===== config.mk =====
export PLATFORM = sky130hd
export DESIGN_NAME = ptimer
export DESIGN_NICKNAME = d
export VERILOG_FILES = /design/src/hw/ptimer_pkg.sv /design/src/hw/ptimer.sv
export VERILOG_INCLUDE_DIRS = /design/src /design/src/hw
export SDC_FILE = /design/constraint.sdc
export NUM_CORES = 1
export LEC_CHECK = 0
export BUFFER_PORTS_ARGS = -buffer_cell sky130_fd_sc_hd__clkbuf_2
export CORE_ASPECT_RATIO = 0.7
export CORE_MARGIN = 1.5
export CORE_UTILIZATION = 52
export DETAILED_ROUTE_END_ITERATION = 10
export PLACE_DENSITY = 0.77
export SLEW_MARGIN = 5
export SYNTH_ARGS = -nofsm -noshare
export SYNTH_HDL_FRONTEND = slang
export SYNTH_SLANG_ARGS = --single-unit

===== constraint.sdc =====
create_clock -name SYS_CLK -period 2 [get_ports SYS_CLK]
set_input_delay 0.4 -clock SYS_CLK [delete_from_list [all_inputs] [get_ports SYS_CLK]]
set_output_delay 0.4 -clock SYS_CLK [all_outputs]
set_load 0.02 [all_outputs]

===== src/hw/ptimer_defines.svh =====
// Register offsets, field positions, reset values and timing counts
`ifndef PTIMER_DEFINES_SVH
`define PTIMER_DEFINES_SVH
// ----------------------------------------------------------------------
// Register byte addresses (one aligned word each)
// ----------------------------------------------------------------------
`define OFS_CTRL0      8'h00
`define OFS_CTRL1      8'h04
`define OFS_CTRL2      8'h08
`define OFS_CNT_LO     8'h0C
`define OFS_CNT_HI     8'h10
`define OFS_CMPA_LO    8'h14
`define OFS_CMPA_HI    8'h18
`define OFS_CMPB_LO    8'h1C
`define OFS_CMPB_HI    8'h20
`define OFS_PER_LO     8'h24
`define OFS_PER_HI     8'h28
`define OFS_IRQ_STAT   8'h2C
`define OFS_IRQ_MASK   8'h30
// ----------------------------------------------------------------------
// Field positions
// ----------------------------------------------------------------------
`define B_PAUSE        7
`define B_CKSEL_HI     6
`define B_CKSEL_LO     4
`define B_RUN          3
`define B_MODE_HI      7
`define B_MODE_LO      6
`define B_PINF_HI      5
`define B_PINF_LO      4
`define B_INIT_LVL     3
`define B_POL          2
`define B_CLR_SEL      0
// ----------------------------------------------------------------------
// Reset values and divider counts
// ----------------------------------------------------------------------
`define RST_CTRL0      8'h00
`define RST_CTRL1      8'h00
`define RST_CTRL2      8'h00
`define DIV_SYS4       8'h03
`define DIV_H16        8'h0F
`define DIV_H64        8'h3F
`endif


===== src/hw/ptimer_pkg.sv =====
// Types shared by the periodic timer design
package ptimer_pkg;
  typedef enum logic [1:0] {
    MODE_CMP = 2'b00,
    MODE_CAP = 2'b01,
    MODE_PWM = 2'b10,
    MODE_TMR = 2'b11
  } mode_e;
  typedef enum logic [2:0] {
    CK_SYS4  = 3'b000,
    CK_SYS   = 3'b001,
    CK_H16   = 3'b010,
    CK_H64   = 3'b011,
    CK_SUB0  = 3'b100,
    CK_SUB1  = 3'b101,
    CK_EXTR  = 3'b110,
    CK_EXTF  = 3'b111
  } cksel_e;
  typedef enum logic [2:0] {
    AX_IDLE = 3'b001,
    AX_RESP = 3'b010,
    AX_HOLD = 3'b100
  } axst_e;
  // Control register one fields
  typedef struct packed {
    mode_e      mode;
    logic [1:0] pin_function_select;
    logic       output_initial_level;
    logic       output_polarity;
    logic       capture_source_select;
    logic       counter_clear_select;
  } ctrl1_s;
  // Interrupt event bits: [0] compare A, [1] compare P / overflow
  typedef logic [1:0] irq_t;
endpackage


===== src/hw/ptimer.sv =====
// Periodic timer core with AXI4-Lite register slave
`timescale 1ns/1ps
`include "ptimer_defines.svh"
// Summary of operation
// - Read-only counter pair plus compare A and period pairs, 10 or 16 bits.
// - Only instance zero has compare B pair and third control register.
// - Ten-bit instances keep only bits 9 and 8 in high bytes.
// - Pause bit set stops counting; cleared resumes counting.
// - Paused counter holds value and resumes from it.
// - Three-bit clock select picks sys/4, sys, high/16, high/64, sub, pin edges.
// - Run bit rising clears counter to zero and starts counting.
// - Run bit falling stops counter, keeping its present value.
// - Run rising sets output pin to initial level, or to its inverse in PWM mode.
// - Mode field: compare output, capture, PWM/single pulse, timer/counter.
// - Output pin level undefined in timer/counter mode.
// - Control zero bits 2 to 0 always read zero.
// - Low bytes go via buffer; high write commits, high read latches low.
// - Counter clears on overflow or selected compare match, raising interrupt.
// - In PWM mode pin function picks inactive, active, PWM, single pulse.
module ptimer #(
  parameter int WIDTH    = 16,
  parameter bit HAS_CMPB = 1'b1
) (
  input  wire logic        SYS_CLK,
  input  wire logic        RST_N,
  input  wire logic        CLK_EN,
  input  wire logic        HIGH_CLK_TICK,
  input  wire logic        SUB_CLK_TICK,
  input  wire logic        EXT_COUNT_CLK,
  input  wire logic [7:0]  S_AXI_AWADDR,
  input  wire logic        S_AXI_AWVALID,
  output logic             S_AXI_AWREADY,
  input  wire logic [31:0] S_AXI_WDATA,
  input  wire logic [3:0]  S_AXI_WSTRB,
  input  wire logic        S_AXI_WVALID,
  output logic             S_AXI_WREADY,
  output logic [1:0]       S_AXI_BRESP,
  output logic             S_AXI_BVALID,
  input  wire logic        S_AXI_BREADY,
  input  wire logic [7:0]  S_AXI_ARADDR,
  input  wire logic        S_AXI_ARVALID,
  output logic             S_AXI_ARREADY,
  output logic [31:0]      S_AXI_RDATA,
  output logic [1:0]       S_AXI_RRESP,
  output logic             S_AXI_RVALID,
  input  wire logic        S_AXI_RREADY,
  output logic             TIMER_OUT,
  output logic             TIMER_OUT_N,
  output logic             IRQ
);
  // --------------------------------------------------------------------
  // Registers and state
  // --------------------------------------------------------------------
  logic [7:0]          ctrl0_q;
  ptimer_pkg::ctrl1_s  ctrl1_q;
  logic [2:0]          ctrl2_q;
  logic [WIDTH-1:0]    count_q;
  logic [WIDTH-1:0]    cmpa_q;
  logic [WIDTH-1:0]    cmpb_q;
  logic [WIDTH-1:0]    per_q;
  logic [7:0]          wbuf_q;
  logic [7:0]          rbuf_q;
  ptimer_pkg::irq_t    stat_q;
  ptimer_pkg::irq_t    mask_q;
  logic                run_q;
  logic                pin_q;
  logic [7:0]          pre_q;
  logic                ext_s1_q;
  logic                ext_s2_q;
  logic                ext_s3_q;
  logic                pulse_done_q;
  // AXI write path holding registers
  logic                aw_have_q;
  logic                w_have_q;
  logic [7:0]          aw_addr_q;
  logic [31:0]         w_data_q;
  logic [3:0]          w_strb_q;
  // --------------------------------------------------------------------
  // Field decode
  // --------------------------------------------------------------------
  logic                pause;
  logic                run_bit;
  ptimer_pkg::cksel_e  cksel;
  logic                run_rise;
  logic                tick;
  logic                ext_rise;
  logic                ext_fall;
  logic                match_a;
  logic                match_p;
  logic                ovf;
  logic                clr_cnt;
  logic                do_write;
  logic                do_read;
  logic                wr_lane0;
  ptimer_pkg::irq_t    events;
  assign pause    = ctrl0_q[`B_PAUSE];
  assign run_bit  = ctrl0_q[`B_RUN];
  assign cksel    = ptimer_pkg::cksel_e'(ctrl0_q[`B_CKSEL_HI:`B_CKSEL_LO]);
  assign run_rise = run_bit & ~run_q;
  assign ext_rise = ext_s2_q & ~ext_s3_q;
  assign ext_fall = ~ext_s2_q & ext_s3_q;
  // --------------------------------------------------------------------
  // Clock source selection
  // --------------------------------------------------------------------
  // Prescaler runs freely; tick is a one-cycle count enable
  always_comb begin
    case (cksel)
      ptimer_pkg::CK_SYS4: tick = (pre_q[1:0] == 2'(`DIV_SYS4));
      ptimer_pkg::CK_SYS:  tick = 1'b1;
      ptimer_pkg::CK_H16:  tick = HIGH_CLK_TICK & (pre_q[3:0] == 4'(`DIV_H16));
      ptimer_pkg::CK_H64:  tick = HIGH_CLK_TICK & (pre_q[5:0] == 6'(`DIV_H64));
      ptimer_pkg::CK_SUB0,
      ptimer_pkg::CK_SUB1: tick = SUB_CLK_TICK;
      ptimer_pkg::CK_EXTR: tick = ext_rise;
      ptimer_pkg::CK_EXTF: tick = ext_fall;
      default:             tick = 1'b0;
    endcase
  end

  // Sys/4 counts on every clock, high-clock dividers on its ticks
  always_ff @(posedge SYS_CLK) begin
    if (!RST_N) begin
      pre_q <= 8'h00;
    end else if (CLK_EN) begin
      if (cksel == ptimer_pkg::CK_SYS4 || HIGH_CLK_TICK) begin
        pre_q <= pre_q + 8'h01;
      end
    end
  end

  // Pin synchroniser; first stage feeds only the second
  always_ff @(posedge SYS_CLK) begin
    if (!RST_N) begin
      ext_s1_q <= 1'b0;
      ext_s2_q <= 1'b0;
      ext_s3_q <= 1'b0;
    end else if (CLK_EN) begin
      ext_s1_q <= EXT_COUNT_CLK;
      ext_s2_q <= ext_s1_q;
      ext_s3_q <= ext_s2_q;
    end
  end
  // --------------------------------------------------------------------
  // Counter
  // --------------------------------------------------------------------
  assign match_a = tick & (count_q == cmpa_q);
  assign match_p = tick & (count_q == per_q) & (per_q != '0);
  assign ovf     = tick & (&count_q) & (per_q == '0);
  // Clear source: comparator A, or P / overflow; capture and PWM use P
  assign clr_cnt = (ctrl1_q.counter_clear_select &&
                    ctrl1_q.mode inside {ptimer_pkg::MODE_CMP,
                                         ptimer_pkg::MODE_TMR})
                   ? match_a : (match_p | ovf);
  assign events  = {match_p | ovf, match_a};

  // Run edge wins over counting; pause and off freeze the value
  always_ff @(posedge SYS_CLK) begin
    if (!RST_N) begin
      count_q <= '0;
      run_q   <= 1'b0;
    end else if (CLK_EN) begin
      run_q <= run_bit;
      if (run_rise) begin
        count_q <= '0;
      end else if (run_bit && !pause && tick) begin
        count_q <= clr_cnt ? '0 : count_q + 1'b1;
      end
    end
  end
  // --------------------------------------------------------------------
  // Output pin
  // --------------------------------------------------------------------
  // Polarity applied at the pin; timer mode leaves it at last value
  always_ff @(posedge SYS_CLK) begin
    if (!RST_N) begin
      pin_q        <= 1'b0;
      pulse_done_q <= 1'b0;
    end else if (CLK_EN) begin
      if (run_rise) begin
        pin_q        <= ctrl1_q.mode == ptimer_pkg::MODE_PWM
                        ? ~ctrl1_q.output_initial_level
                        : ctrl1_q.output_initial_level;
        pulse_done_q <= 1'b0;
      end else if (run_bit && !pause) begin
        case (ctrl1_q.mode)
          ptimer_pkg::MODE_CMP: begin
            if (match_a) begin
              case (ctrl1_q.pin_function_select)
                2'b01:   pin_q <= 1'b0;
                2'b10:   pin_q <= 1'b1;
                2'b11:   pin_q <= ~pin_q;
                default: pin_q <= pin_q;
              endcase
            end
          end
          ptimer_pkg::MODE_PWM: begin
            case (ctrl1_q.pin_function_select)
              2'b00: pin_q <= ~ctrl1_q.output_initial_level;
              2'b01: pin_q <= ctrl1_q.output_initial_level;
              2'b10: begin
                if (match_p | ovf) begin
                  pin_q <= ctrl1_q.output_initial_level;
                end else if (match_a) begin
                  pin_q <= ~ctrl1_q.output_initial_level;
                end
              end
              default: begin
                // Single pulse: active from start until compare A
                if (!pulse_done_q) begin
                  pin_q <= ctrl1_q.output_initial_level;
                  if (match_a) begin
                    pin_q        <= ~ctrl1_q.output_initial_level;
                    pulse_done_q <= 1'b1;
                  end
                end
              end
            endcase
          end
          default: pin_q <= pin_q;
        endcase
      end
    end
  end

  // Registered pin drivers
  always_ff @(posedge SYS_CLK) begin
    if (!RST_N) begin
      TIMER_OUT   <= 1'b0;
      TIMER_OUT_N <= 1'b1;
    end else if (CLK_EN) begin
      TIMER_OUT   <= pin_q ^ ctrl1_q.output_polarity;
      TIMER_OUT_N <= ~(pin_q ^ ctrl1_q.output_polarity);
    end
  end
  // --------------------------------------------------------------------
  // AXI4-Lite write channel
  // --------------------------------------------------------------------
  assign do_write = aw_have_q & w_have_q & ~S_AXI_BVALID;
  assign wr_lane0 = w_strb_q[0];

  // Address and data taken in either order, response after both
  always_ff @(posedge SYS_CLK) begin
    if (!RST_N) begin
      aw_have_q     <= 1'b0;
      w_have_q      <= 1'b0;
      aw_addr_q     <= 8'h00;
      w_data_q      <= 32'h0000_0000;
      w_strb_q      <= 4'h0;
      S_AXI_AWREADY <= 1'b0;
      S_AXI_WREADY  <= 1'b0;
      S_AXI_BVALID  <= 1'b0;
      S_AXI_BRESP   <= 2'b00;
    end else if (CLK_EN) begin
      S_AXI_AWREADY <= ~aw_have_q & ~S_AXI_AWREADY & S_AXI_AWVALID;
      S_AXI_WREADY  <= ~w_have_q & ~S_AXI_WREADY & S_AXI_WVALID;
      if (S_AXI_AWVALID && S_AXI_AWREADY) begin
        aw_have_q <= 1'b1;
        aw_addr_q <= S_AXI_AWADDR;
      end
      if (S_AXI_WVALID && S_AXI_WREADY) begin
        w_have_q <= 1'b1;
        w_data_q <= S_AXI_WDATA;
        w_strb_q <= S_AXI_WSTRB;
      end
      if (do_write) begin
        aw_have_q    <= 1'b0;
        w_have_q     <= 1'b0;
        S_AXI_BVALID <= 1'b1;
        S_AXI_BRESP  <= 2'b00;
        case (aw_addr_q)
          `OFS_CTRL0, `OFS_CTRL1, `OFS_CNT_LO, `OFS_CNT_HI,
          `OFS_CMPA_LO, `OFS_CMPA_HI, `OFS_PER_LO, `OFS_PER_HI,
          `OFS_IRQ_STAT, `OFS_IRQ_MASK: S_AXI_BRESP <= 2'b00;
          `OFS_CTRL2, `OFS_CMPB_LO, `OFS_CMPB_HI:
            S_AXI_BRESP <= HAS_CMPB ? 2'b00 : 2'b10;
          default: S_AXI_BRESP <= 2'b10;
        endcase
      end else if (S_AXI_BVALID && S_AXI_BREADY) begin
        S_AXI_BVALID <= 1'b0;
      end
    end
  end

  // Control and compare storage; high byte commits the buffered low
  always_ff @(posedge SYS_CLK) begin
    if (!RST_N) begin
      ctrl0_q <= `RST_CTRL0;
      ctrl1_q <= ptimer_pkg::ctrl1_s'(`RST_CTRL1);
      ctrl2_q <= 3'(`RST_CTRL2);
      cmpa_q  <= '0;
      cmpb_q  <= '0;
      per_q   <= '0;
      wbuf_q  <= 8'h00;
      mask_q  <= 2'b00;
    end else if (CLK_EN && do_write && wr_lane0) begin
      case (aw_addr_q)
        `OFS_CTRL0: ctrl0_q <= {w_data_q[7:3], 3'b000};
        `OFS_CTRL1: ctrl1_q <= ptimer_pkg::ctrl1_s'(w_data_q[7:0]);
        `OFS_CTRL2: if (HAS_CMPB) ctrl2_q <= {w_data_q[2:1], 1'b0};
        `OFS_CMPA_LO, `OFS_PER_LO, `OFS_CMPB_LO:
          wbuf_q <= w_data_q[7:0];
        `OFS_CMPA_HI:
          cmpa_q <= WIDTH'({w_data_q[7:0], wbuf_q});
        `OFS_PER_HI:
          per_q  <= WIDTH'({w_data_q[7:0], wbuf_q});
        `OFS_CMPB_HI:
          if (HAS_CMPB) cmpb_q <= WIDTH'({w_data_q[7:0], wbuf_q});
        `OFS_IRQ_MASK: mask_q <= w_data_q[1:0];
        default: ;
      endcase
    end
  end
  // --------------------------------------------------------------------
  // AXI4-Lite read channel and interrupt status
  // --------------------------------------------------------------------
  assign do_read = S_AXI_ARVALID & S_AXI_ARREADY;
  logic [15:0] cnt16;
  logic [15:0] cmpa16;
  logic [15:0] cmpb16;
  logic [15:0] per16;
  assign cnt16  = 16'(count_q);
  assign cmpa16 = 16'(cmpa_q);
  assign cmpb16 = 16'(cmpb_q);
  assign per16  = 16'(per_q);

  // Ready only while idle so a single read is outstanding
  always_ff @(posedge SYS_CLK) begin
    if (!RST_N) begin
      S_AXI_ARREADY <= 1'b0;
      S_AXI_RVALID  <= 1'b0;
      S_AXI_RDATA   <= 32'h0000_0000;
      S_AXI_RRESP   <= 2'b00;
      rbuf_q        <= 8'h00;
    end else if (CLK_EN) begin
      S_AXI_ARREADY <= ~S_AXI_ARREADY & ~S_AXI_RVALID & S_AXI_ARVALID;
      if (do_read) begin
        S_AXI_RVALID <= 1'b1;
        S_AXI_RRESP  <= 2'b00;
        S_AXI_RDATA  <= 32'h0000_0000;
        case (S_AXI_ARADDR)
          `OFS_CTRL0:  S_AXI_RDATA[7:0] <= ctrl0_q;
          `OFS_CTRL1:  S_AXI_RDATA[7:0] <= ctrl1_q;
          `OFS_CTRL2:  begin
            if (HAS_CMPB) S_AXI_RDATA[2:0] <= ctrl2_q;
            else S_AXI_RRESP <= 2'b10;
          end
          `OFS_CNT_HI:  begin
            S_AXI_RDATA[7:0] <= cnt16[15:8];
            rbuf_q           <= cnt16[7:0];
          end
          `OFS_CMPA_HI: begin
            S_AXI_RDATA[7:0] <= cmpa16[15:8];
            rbuf_q           <= cmpa16[7:0];
          end
          `OFS_PER_HI:  begin
            S_AXI_RDATA[7:0] <= per16[15:8];
            rbuf_q           <= per16[7:0];
          end
          `OFS_CMPB_HI: begin
            if (HAS_CMPB) begin
              S_AXI_RDATA[7:0] <= cmpb16[15:8];
              rbuf_q           <= cmpb16[7:0];
            end else S_AXI_RRESP <= 2'b10;
          end
          `OFS_CNT_LO, `OFS_CMPA_LO, `OFS_PER_LO:
            S_AXI_RDATA[7:0] <= rbuf_q;
          `OFS_CMPB_LO: begin
            if (HAS_CMPB) S_AXI_RDATA[7:0] <= rbuf_q;
            else S_AXI_RRESP <= 2'b10;
          end
          `OFS_IRQ_STAT: S_AXI_RDATA[1:0] <= stat_q;
          `OFS_IRQ_MASK: S_AXI_RDATA[1:0] <= mask_q;
          default:       S_AXI_RRESP <= 2'b10;
        endcase
      end else if (S_AXI_RVALID && S_AXI_RREADY) begin
        S_AXI_RVALID <= 1'b0;
      end
    end
  end

  // Sticky events; read clears, but a same-cycle event survives
  always_ff @(posedge SYS_CLK) begin
    if (!RST_N) begin
      stat_q <= 2'b00;
      IRQ    <= 1'b0;
    end else if (CLK_EN) begin
      if (do_read && S_AXI_ARADDR == `OFS_IRQ_STAT) begin
        stat_q <= events & {2{run_bit & ~pause}};
      end else begin
        stat_q <= stat_q | (events & {2{run_bit & ~pause}});
      end
      IRQ <= |(stat_q & mask_q);
    end
  end
endmodule // ptimer


======== Yosys cells after proc, flatten, opt, wreduce, memory -nomap -nowiden ========
Memories as Yosys holds them, arrays and structs flattened. A register that Yosys moved wholly into a read port is not among the register bits.
Cells that the tools add are included.
word-level totals
  register bits after elaboration ......... 152
  memory bits (read-only) ................. 64
  bits of input ports ..................... 63
  output and inout bits ................... 44
  memories kept ........................... 1
memories
  memory            depth  bits a word  read ports  clocked after Yosys merged registers in  wr ports  RTL line       text
  (name not given)  64     1            1           1                                        0         ptimer.sv:270  case (aw_addr_q)
cells by class
  $add $sub $neg .......................... 2
  equality and inequality tests ........... 43
  mux-type cells .......................... 39
  bitwise operators ....................... 39
  reduce and logical (&&, ||, !) cells .... 58
operators by type and width
  cell                                                              count
  8-bit by 6-bit == test with 1-bit output (second input constant)  9
  8-bit by 5-bit == test with 1-bit output (second input constant)  7
  16-bit 2-to-1 mux                                                 3
  2-bit AND reduction                                               18
  5-bit case mux with 7 select lines                                1
  16-bit == test                                                    2
  8-bit case mux with 4 select lines                                1
  8-bit by 4-bit == test with 1-bit output (second input constant)  3
  1-bit 2-to-1 mux                                                  23
  1-bit AND                                                         20
  2-bit case mux with 9 select lines                                1
  16-bit by 1-bit adder with 16-bit output (second input constant)  1
  8-bit by 3-bit == test with 1-bit output (second input constant)  2
  16-bit logical NOT                                                1
  8-bit logical NOT                                                 2
  16-bit AND reduction                                              1
  16-bit nonzero test                                               1
  2-bit nonzero test                                                8
  1-bit NOT                                                         14
  1-bit case mux with 7 select lines                                2
  13-bit OR reduction                                               1
  3-bit == test (second input constant)                             4
  6-bit 2-to-1 mux                                                  2
  2-bit == test (second input constant)                             5
  31 further kinds                                                  49

======== Longest topological paths before layout ========
  word-level depth ........................ 11
  gate-level depth with buffers ........... 10
  gate-level depth less buffers ........... 8

======== Least setup slack after synthesis ========
No wires, ideal clock.
  kind .................................... reg-to-reg
  start point ............................. reg pre_q[0]
  end point ............................... reg count_q[0], in the netlist cnt16[0]
  library setup time ...................... 115 ps
  arrival time ............................ 2017 ps
  data required time ...................... 1885 ps
  setup slack ............................. -132 ps
  cell stages (with the launch flop) ...... 10
  buffers on the path ..................... 1
  cells stage by stage .................... dfxtp_1 -> ha_1 -> nand4_1 -> a211oi_1 -> o32ai_1 -> a21o_1 -> o21ai_1 -> a2bb2oi_2 -> buf_4 -> nor2_1
on the way
  cells in the longest elaborated chain, start to end .. 10
  elaborated cells on any way between the ends .. 19
  classes of those cells .................. eq/ne: 3; mux: 5; bitwise: 8; reduce/logical: 3
ends and longest elaborated chain
  item                                            RTL line                      text
  start: declaration                              ptimer.sv:67                  logic [7:0] pre_q;
  start signal: assignment                        ptimer.sv:126                 pre_q <= pre_q + 8'h01;
  6-bit == test or 4-bit == test (tied branches)  ptimer.sv:111, ptimer.sv:110
  1-bit AND (on tied branches)                    ptimer.sv:111, ptimer.sv:110
  1-bit case mux with 7 select lines (*)          ptimer.sv:107                 case (cksel)
  1-bit AND (on tied branches) (2 in a row)       ptimer.sv:147, ptimer.sv:148
  1-bit OR                                        ptimer.sv:153                 ? match_a : (match_p | ovf);
  1-bit 2-to-1 mux                                ptimer.sv:153
  16-bit 2-to-1 mux                               ptimer.sv:166                 count_q <= clr_cnt ? '0 : count_q + 1'b1;
  16-bit 2-to-1 mux                               ptimer.sv:165                 end else if (run_bit && !pause && tick) begin
  16-bit 2-to-1 mux                               ptimer.sv:163                 if (run_rise) begin
  end signal: assignment                          ptimer.sv:166
  end: declaration                                ptimer.sv:57                  logic [WIDTH-1:0] count_q;
Every way passes the cells marked *; elsewhere a longest branch is shown, timed or not. The select of a mux whose other input is x is not followed.
A chain may end at the register's enable or synchronous reset.

======== Worst setup path in the final report ========
  start point ............................. reg pre_q[1]
  end point ............................... reg pin_q
on the way
  cells in the longest elaborated chain, start to end .. 11
  elaborated cells on any way between the ends .. 22
  classes of those cells .................. eq/ne: 5; mux: 8; bitwise: 8; reduce/logical: 1
ends and longest elaborated chain
  item                                            RTL line                      text
  6-bit == test or 4-bit == test (tied branches)  ptimer.sv:111, ptimer.sv:110
  1-bit AND (on tied branches)                    ptimer.sv:111, ptimer.sv:110
  1-bit case mux with 7 select lines (*)          ptimer.sv:107
  1-bit AND (on tied branches) (2 in a row)       ptimer.sv:147, ptimer.sv:148
  1-bit OR                                        ptimer.sv:201                 if (match_p | ovf) begin
  1-bit 2-to-1 mux                                ptimer.sv:201
  1-bit case mux with 3 select lines              ptimer.sv:197                 case (ctrl1_q.pin_function_select)
  1-bit case mux with 2 select lines              ptimer.sv:185                 case (ctrl1_q.mode)
  1-bit 2-to-1 mux                                ptimer.sv:184                 end else if (run_bit && !pause) begin
  1-bit 2-to-1 mux                                ptimer.sv:179                 if (run_rise) begin
  end signal: assignment                          ptimer.sv:180                 pin_q <= ctrl1_q.mode == ptimer_pkg::MODE_PWM
  end signal: assignment                          ptimer.sv:198                 2'b00: pin_q <= ~ctrl1_q.output_initial_level;
  end signal: assignment                          ptimer.sv:199                 2'b01: pin_q <= ctrl1_q.output_initial_level;
  end: declaration                                ptimer.sv:66                  logic pin_q;
Marked as above.

==> impl_metrics.csv <==
group,metric,value,unit
sta,tightest_slew,574,ps
synthesis,netlist_top_cells_area,"dfxtp_1 (41%), mux2i_1 (10%), nor2_1 (6.4%)",
sta,fin_worst_skew,13.1,ps
setup_path,cp_slowest_cell,"a2111o_1",
detailed_routing,via_per_inst,5.81,
synthesis,yosys_warnings,0,
power_and_ir_drop,seqPwrFrac,0.453,
layout,antennaDiodeCount,0,
clock_network,cts_tree,"yes",
synthesis,synth_top_area_share,0.411,
detailed_routing,drc,0,
floorplan,die-height,102,microns
grt,grt_busiest_layer,"met2",
run,cap_viol_max_count,0,
placed_design,place_congestion,0.978,
layout,finalInstanceArea,9330,sq um
floorplan,coreArea,13400,sq um
grt,antenna_found_initial,0,
sta,slew_violations,0,
placed_design,dp.final_hpwl,14700,microns
sta,slew_headroom,0.614,
grt,grt_max_degree,52,
power_and_ir_drop,swShare,0.237,
sta,fin_crit_sh,1.06,
power_and_ir_drop,power.density,713,nW/um^2
hold_path,holdPathStages,3,
floorplan,ios,107,
grt,grt-ovfl-total,0,
synthesis,synth-simple-area-share,0.220,
grt,first_global_vias,6234,
grt,grt_pass1_wl,33800,microns
detailed_routing,finalWirelength,21400,microns
clock_network,ctsLongestPathBuffers,2,
synthesis,synth-compound-area-share,0.119,
synthesis,syn_area,7260,sq um
clock_network,cts_hold_buffers,0,
synthesis,yosys_register_bits,149,
grt,grt_usage,0.304,
setup_path,endpoint_kind,"register",
setup_path,cpPeakStageDelay,390,ps
grt,gr-usage-met1,0.432,
setup_path,crit_arrival,2420,ps
sta,rsz0062_at_grt,"yes",
power_and_ir_drop,power_switching,1580,uW
setup_path,worst-path-max-fanout,5,
power_and_ir_drop,vdd_drop_max,0.560,mV
floorplan,die_x,144,microns
detailed_routing,route.vias.total,6725,
sta,hold-worst-slack,185,ps
setup_path,critPathLaunchType,"register",
synthesis,yosysMostFrequentCell,"dfxtp_1",
synthesis,synth_edf_count,0,
synthesis,avgSynthCellArea,8.75,sq um
detailed_routing,detail-route-antenna-nets,0,
power_and_ir_drop,clkPwrFrac,0.499,
detailed_routing,wl_per_cell,18.5,microns
synthesis,ys_types,61,
detailed_routing,drt_pass1_iterations,8,
detailed_routing,drt_iter0_drc,841,
clock_network,path_clk_slew,70,ps
sta,final.setup.worst_slack,-111,ps
power_and_ir_drop,p_leak,0.00416,uW
sta,hold_violations,0,
clock_network,htree_num_levels,4,
setup_path,timing.rr.end,"pin_q",
setup_path,crit_top_cell,"a211oi_2",
layout,area_growth,28.5,%
synthesis,yosys.area.top_type,"dfxtp_1",
synthesis,synthCells,830,
setup_path,worst-setup-path-type,"reg2reg",
run_status,status,"finished, violations left",
setup_path,rr_startpoint,"pre_q[1]",
hold_path,min_path_type,"in2reg",
power_and_ir_drop,p_int,5080,uW
power_and_ir_drop,p_total,6650,uW
grt,groute.layer.met3.usage,0.0703,
clock_network,ctsRootBufferMaster,"clkbuf_16",
synthesis,synth_fa_ha_area_frac,0.0155,
setup_path,rr_worst_depth,9,
floorplan,start_util,0.542,
power_and_ir_drop,p_comb_frac,0.048,
synthesis,ys_async_sr_fraction,0,
synthesis,yosys.area_share.xor_xnor,0.0663,
floorplan,die-area,14700,sq um
hold_path,worstHoldStart,"S_AXI_WSTRB[0]",
placed_design,port_buffers,53,
setup_path,required,2310,ps
sta,period_needed,2110,ps
synthesis,synth.area.mux_share,0.105,
floorplan,num_rows,35,
synthesis,ys_seq_area_frac,0.411,
layout,layout.nets,1032,
clock_network,cts_buffers,17,
synthesis,synth_common_cells,"dfxtp_1 (149), nor2_1 (123), nand2_1 (80)",
grt,use_met2,0.469,
clock_network,clock_latency,430,ps
placed_design,postPlaceCellArea,8350,sq um
setup_path,crit_chain,"ha_4, nand4_1, a211oi_2, buf_4, o32ai_1, a21o_1, a2111o_1, a31oi_2, a211oi_2",
sta,max_freq,0.474,GHz
hold_path,min_to,"w_strb_q[0]",
sta,final-setup-viol-count,17,
synthesis,ys.flop_type,"dfxtp_1",
setup_path,regToRegSetupSlack,-110,ps
clock_network,clock_sinks,149,
run_status,violations,"setup timing",
layout,final_layout_size_suffix_gt1_frac,0.274,
synthesis,synth_top_family_by_area,"simple AND/OR/NAND/NOR gates",
-- critical path, delay by kind of cell (launching register included) --
kind,cells,cell delay [ps]
adders and majority gates,1,170
AOI/OAI and AO/OA,6,1140
buffers and inverters,1,190
DFF,1,350
and+or+nand+nor,1,130
-- sequential cells by signal (all words and copies together), names as in the netlist, 2 cells and up, named ones only --
name / flops
stat_q: 2
ctrl2_q: 2
ctrl1_q: 8
ctrl0_q: 5
S_AXI_RDATA: 8
pre_q: 6
aw_addr_q: 8
w_data_q: 8
cmpa16: 16
per16: 16
cmpb16: 16
rbuf_q: 8
wbuf_q: 8
mask_q: 2
cnt16: 16
-- repair_timing --
action | in CTS | in global routing
setup endpoints to repair | 19 | 19
hold endpoints to repair | 0 | 0
gates resized for setup | 47 | 20
pin swaps | 18 | 12
cloned | 1 | 0
buffers inserted | 8 | 1
-- power by group through the flow --
stage / Sequential, uW / Combinational, uW / Clock (uW)
floorplan: 3090 / 211 / 0
global placement: 3080 / 304 / 0
detailed placement: 3080 / 307 / 0
CTS: 3010 / 316 / 3330
global route: 3010 / 351 / 3450
finish: 3010 / 322 / 3320
-- area by class of cell --
| class | instances | area, sq um |
|---|---|---|
| Multi-Input combinational cell | 619 | 4180 |
| Fill cell | 1047 | 4070 |
| Sequential cell | 149 | 3020 |
| Timing Repair Buffer | 164 | 1260 |
| Clock buffer | 18 | 429 |
| Tap cell | 185 | 231 |
| Clock inverter | 14 | 175 |
| Inverter | 9 | 35.0 |
-- cell usage in the layout (no fill, tap or decap), types with 12 or more instances in the layout --
master / n
conb_1: 26
dfxtp_2: 13
xor2_1: 25
clkbuf_2: 53
xnor2_1: 23
a222oi_1: 14
a22oi_1: 17
clkbuf_16: 17
buf_4: 94
a31oi_1: 12
dfxtp_1: 131
mux2i_1: 75
a21oi_1: 35
o21ai_0: 16
nand4_1: 17
nor2_1: 123
nand2_1: 78
nand3_1: 27
-- worst max path at each step --
stage                     slack [ps]  cells past startpoint          to         start
final                           -110                      9       pin_q      pre_q[1]
after global routing            -230                      9       pin_q      pre_q[1]
after CTS                        -60                      9       pin_q      cnt16[3]
after detailed placement        -190                      9    cnt16[9]      pre_q[0]
after global placement          -120                      9       pin_q     cnt16[10]
after floorplan                  -10                      8  cmpa16[10]  S_AXI_BVALID
-- per-layer routing --
layer / wire length, microns / vias up
met5: 0 / -
li1: - / 3140
met2: 9480 / 332
met4: 348 / 0
met3: 2060 / 35
met1: 9550 / 3218
-- cells by family after synthesis --
logic type	Yosys count
compound gates	126
xor+xnor	55
fa+ha+maj	9
buf+inv	88
flops	149
mux	76
other cells	1
simple gates	326
-- through the flow --
step / setup TNS, ps / std cells / utilization / setup slack [ps]
final: -941 / 1158 / 0.696 / -111
after global routing: -3150 / 1158 / 0.696 / -226
after CTS: -136 / 1157 / 0.689 / -55.6
after detailed placement: -1870 / 1117 / 0.623 / -188
after global placement: -917 / 1117 / 0.623 / -117
after floorplan: -115 / 855 / - / -11.5
(Power assumes the default switching activity.)
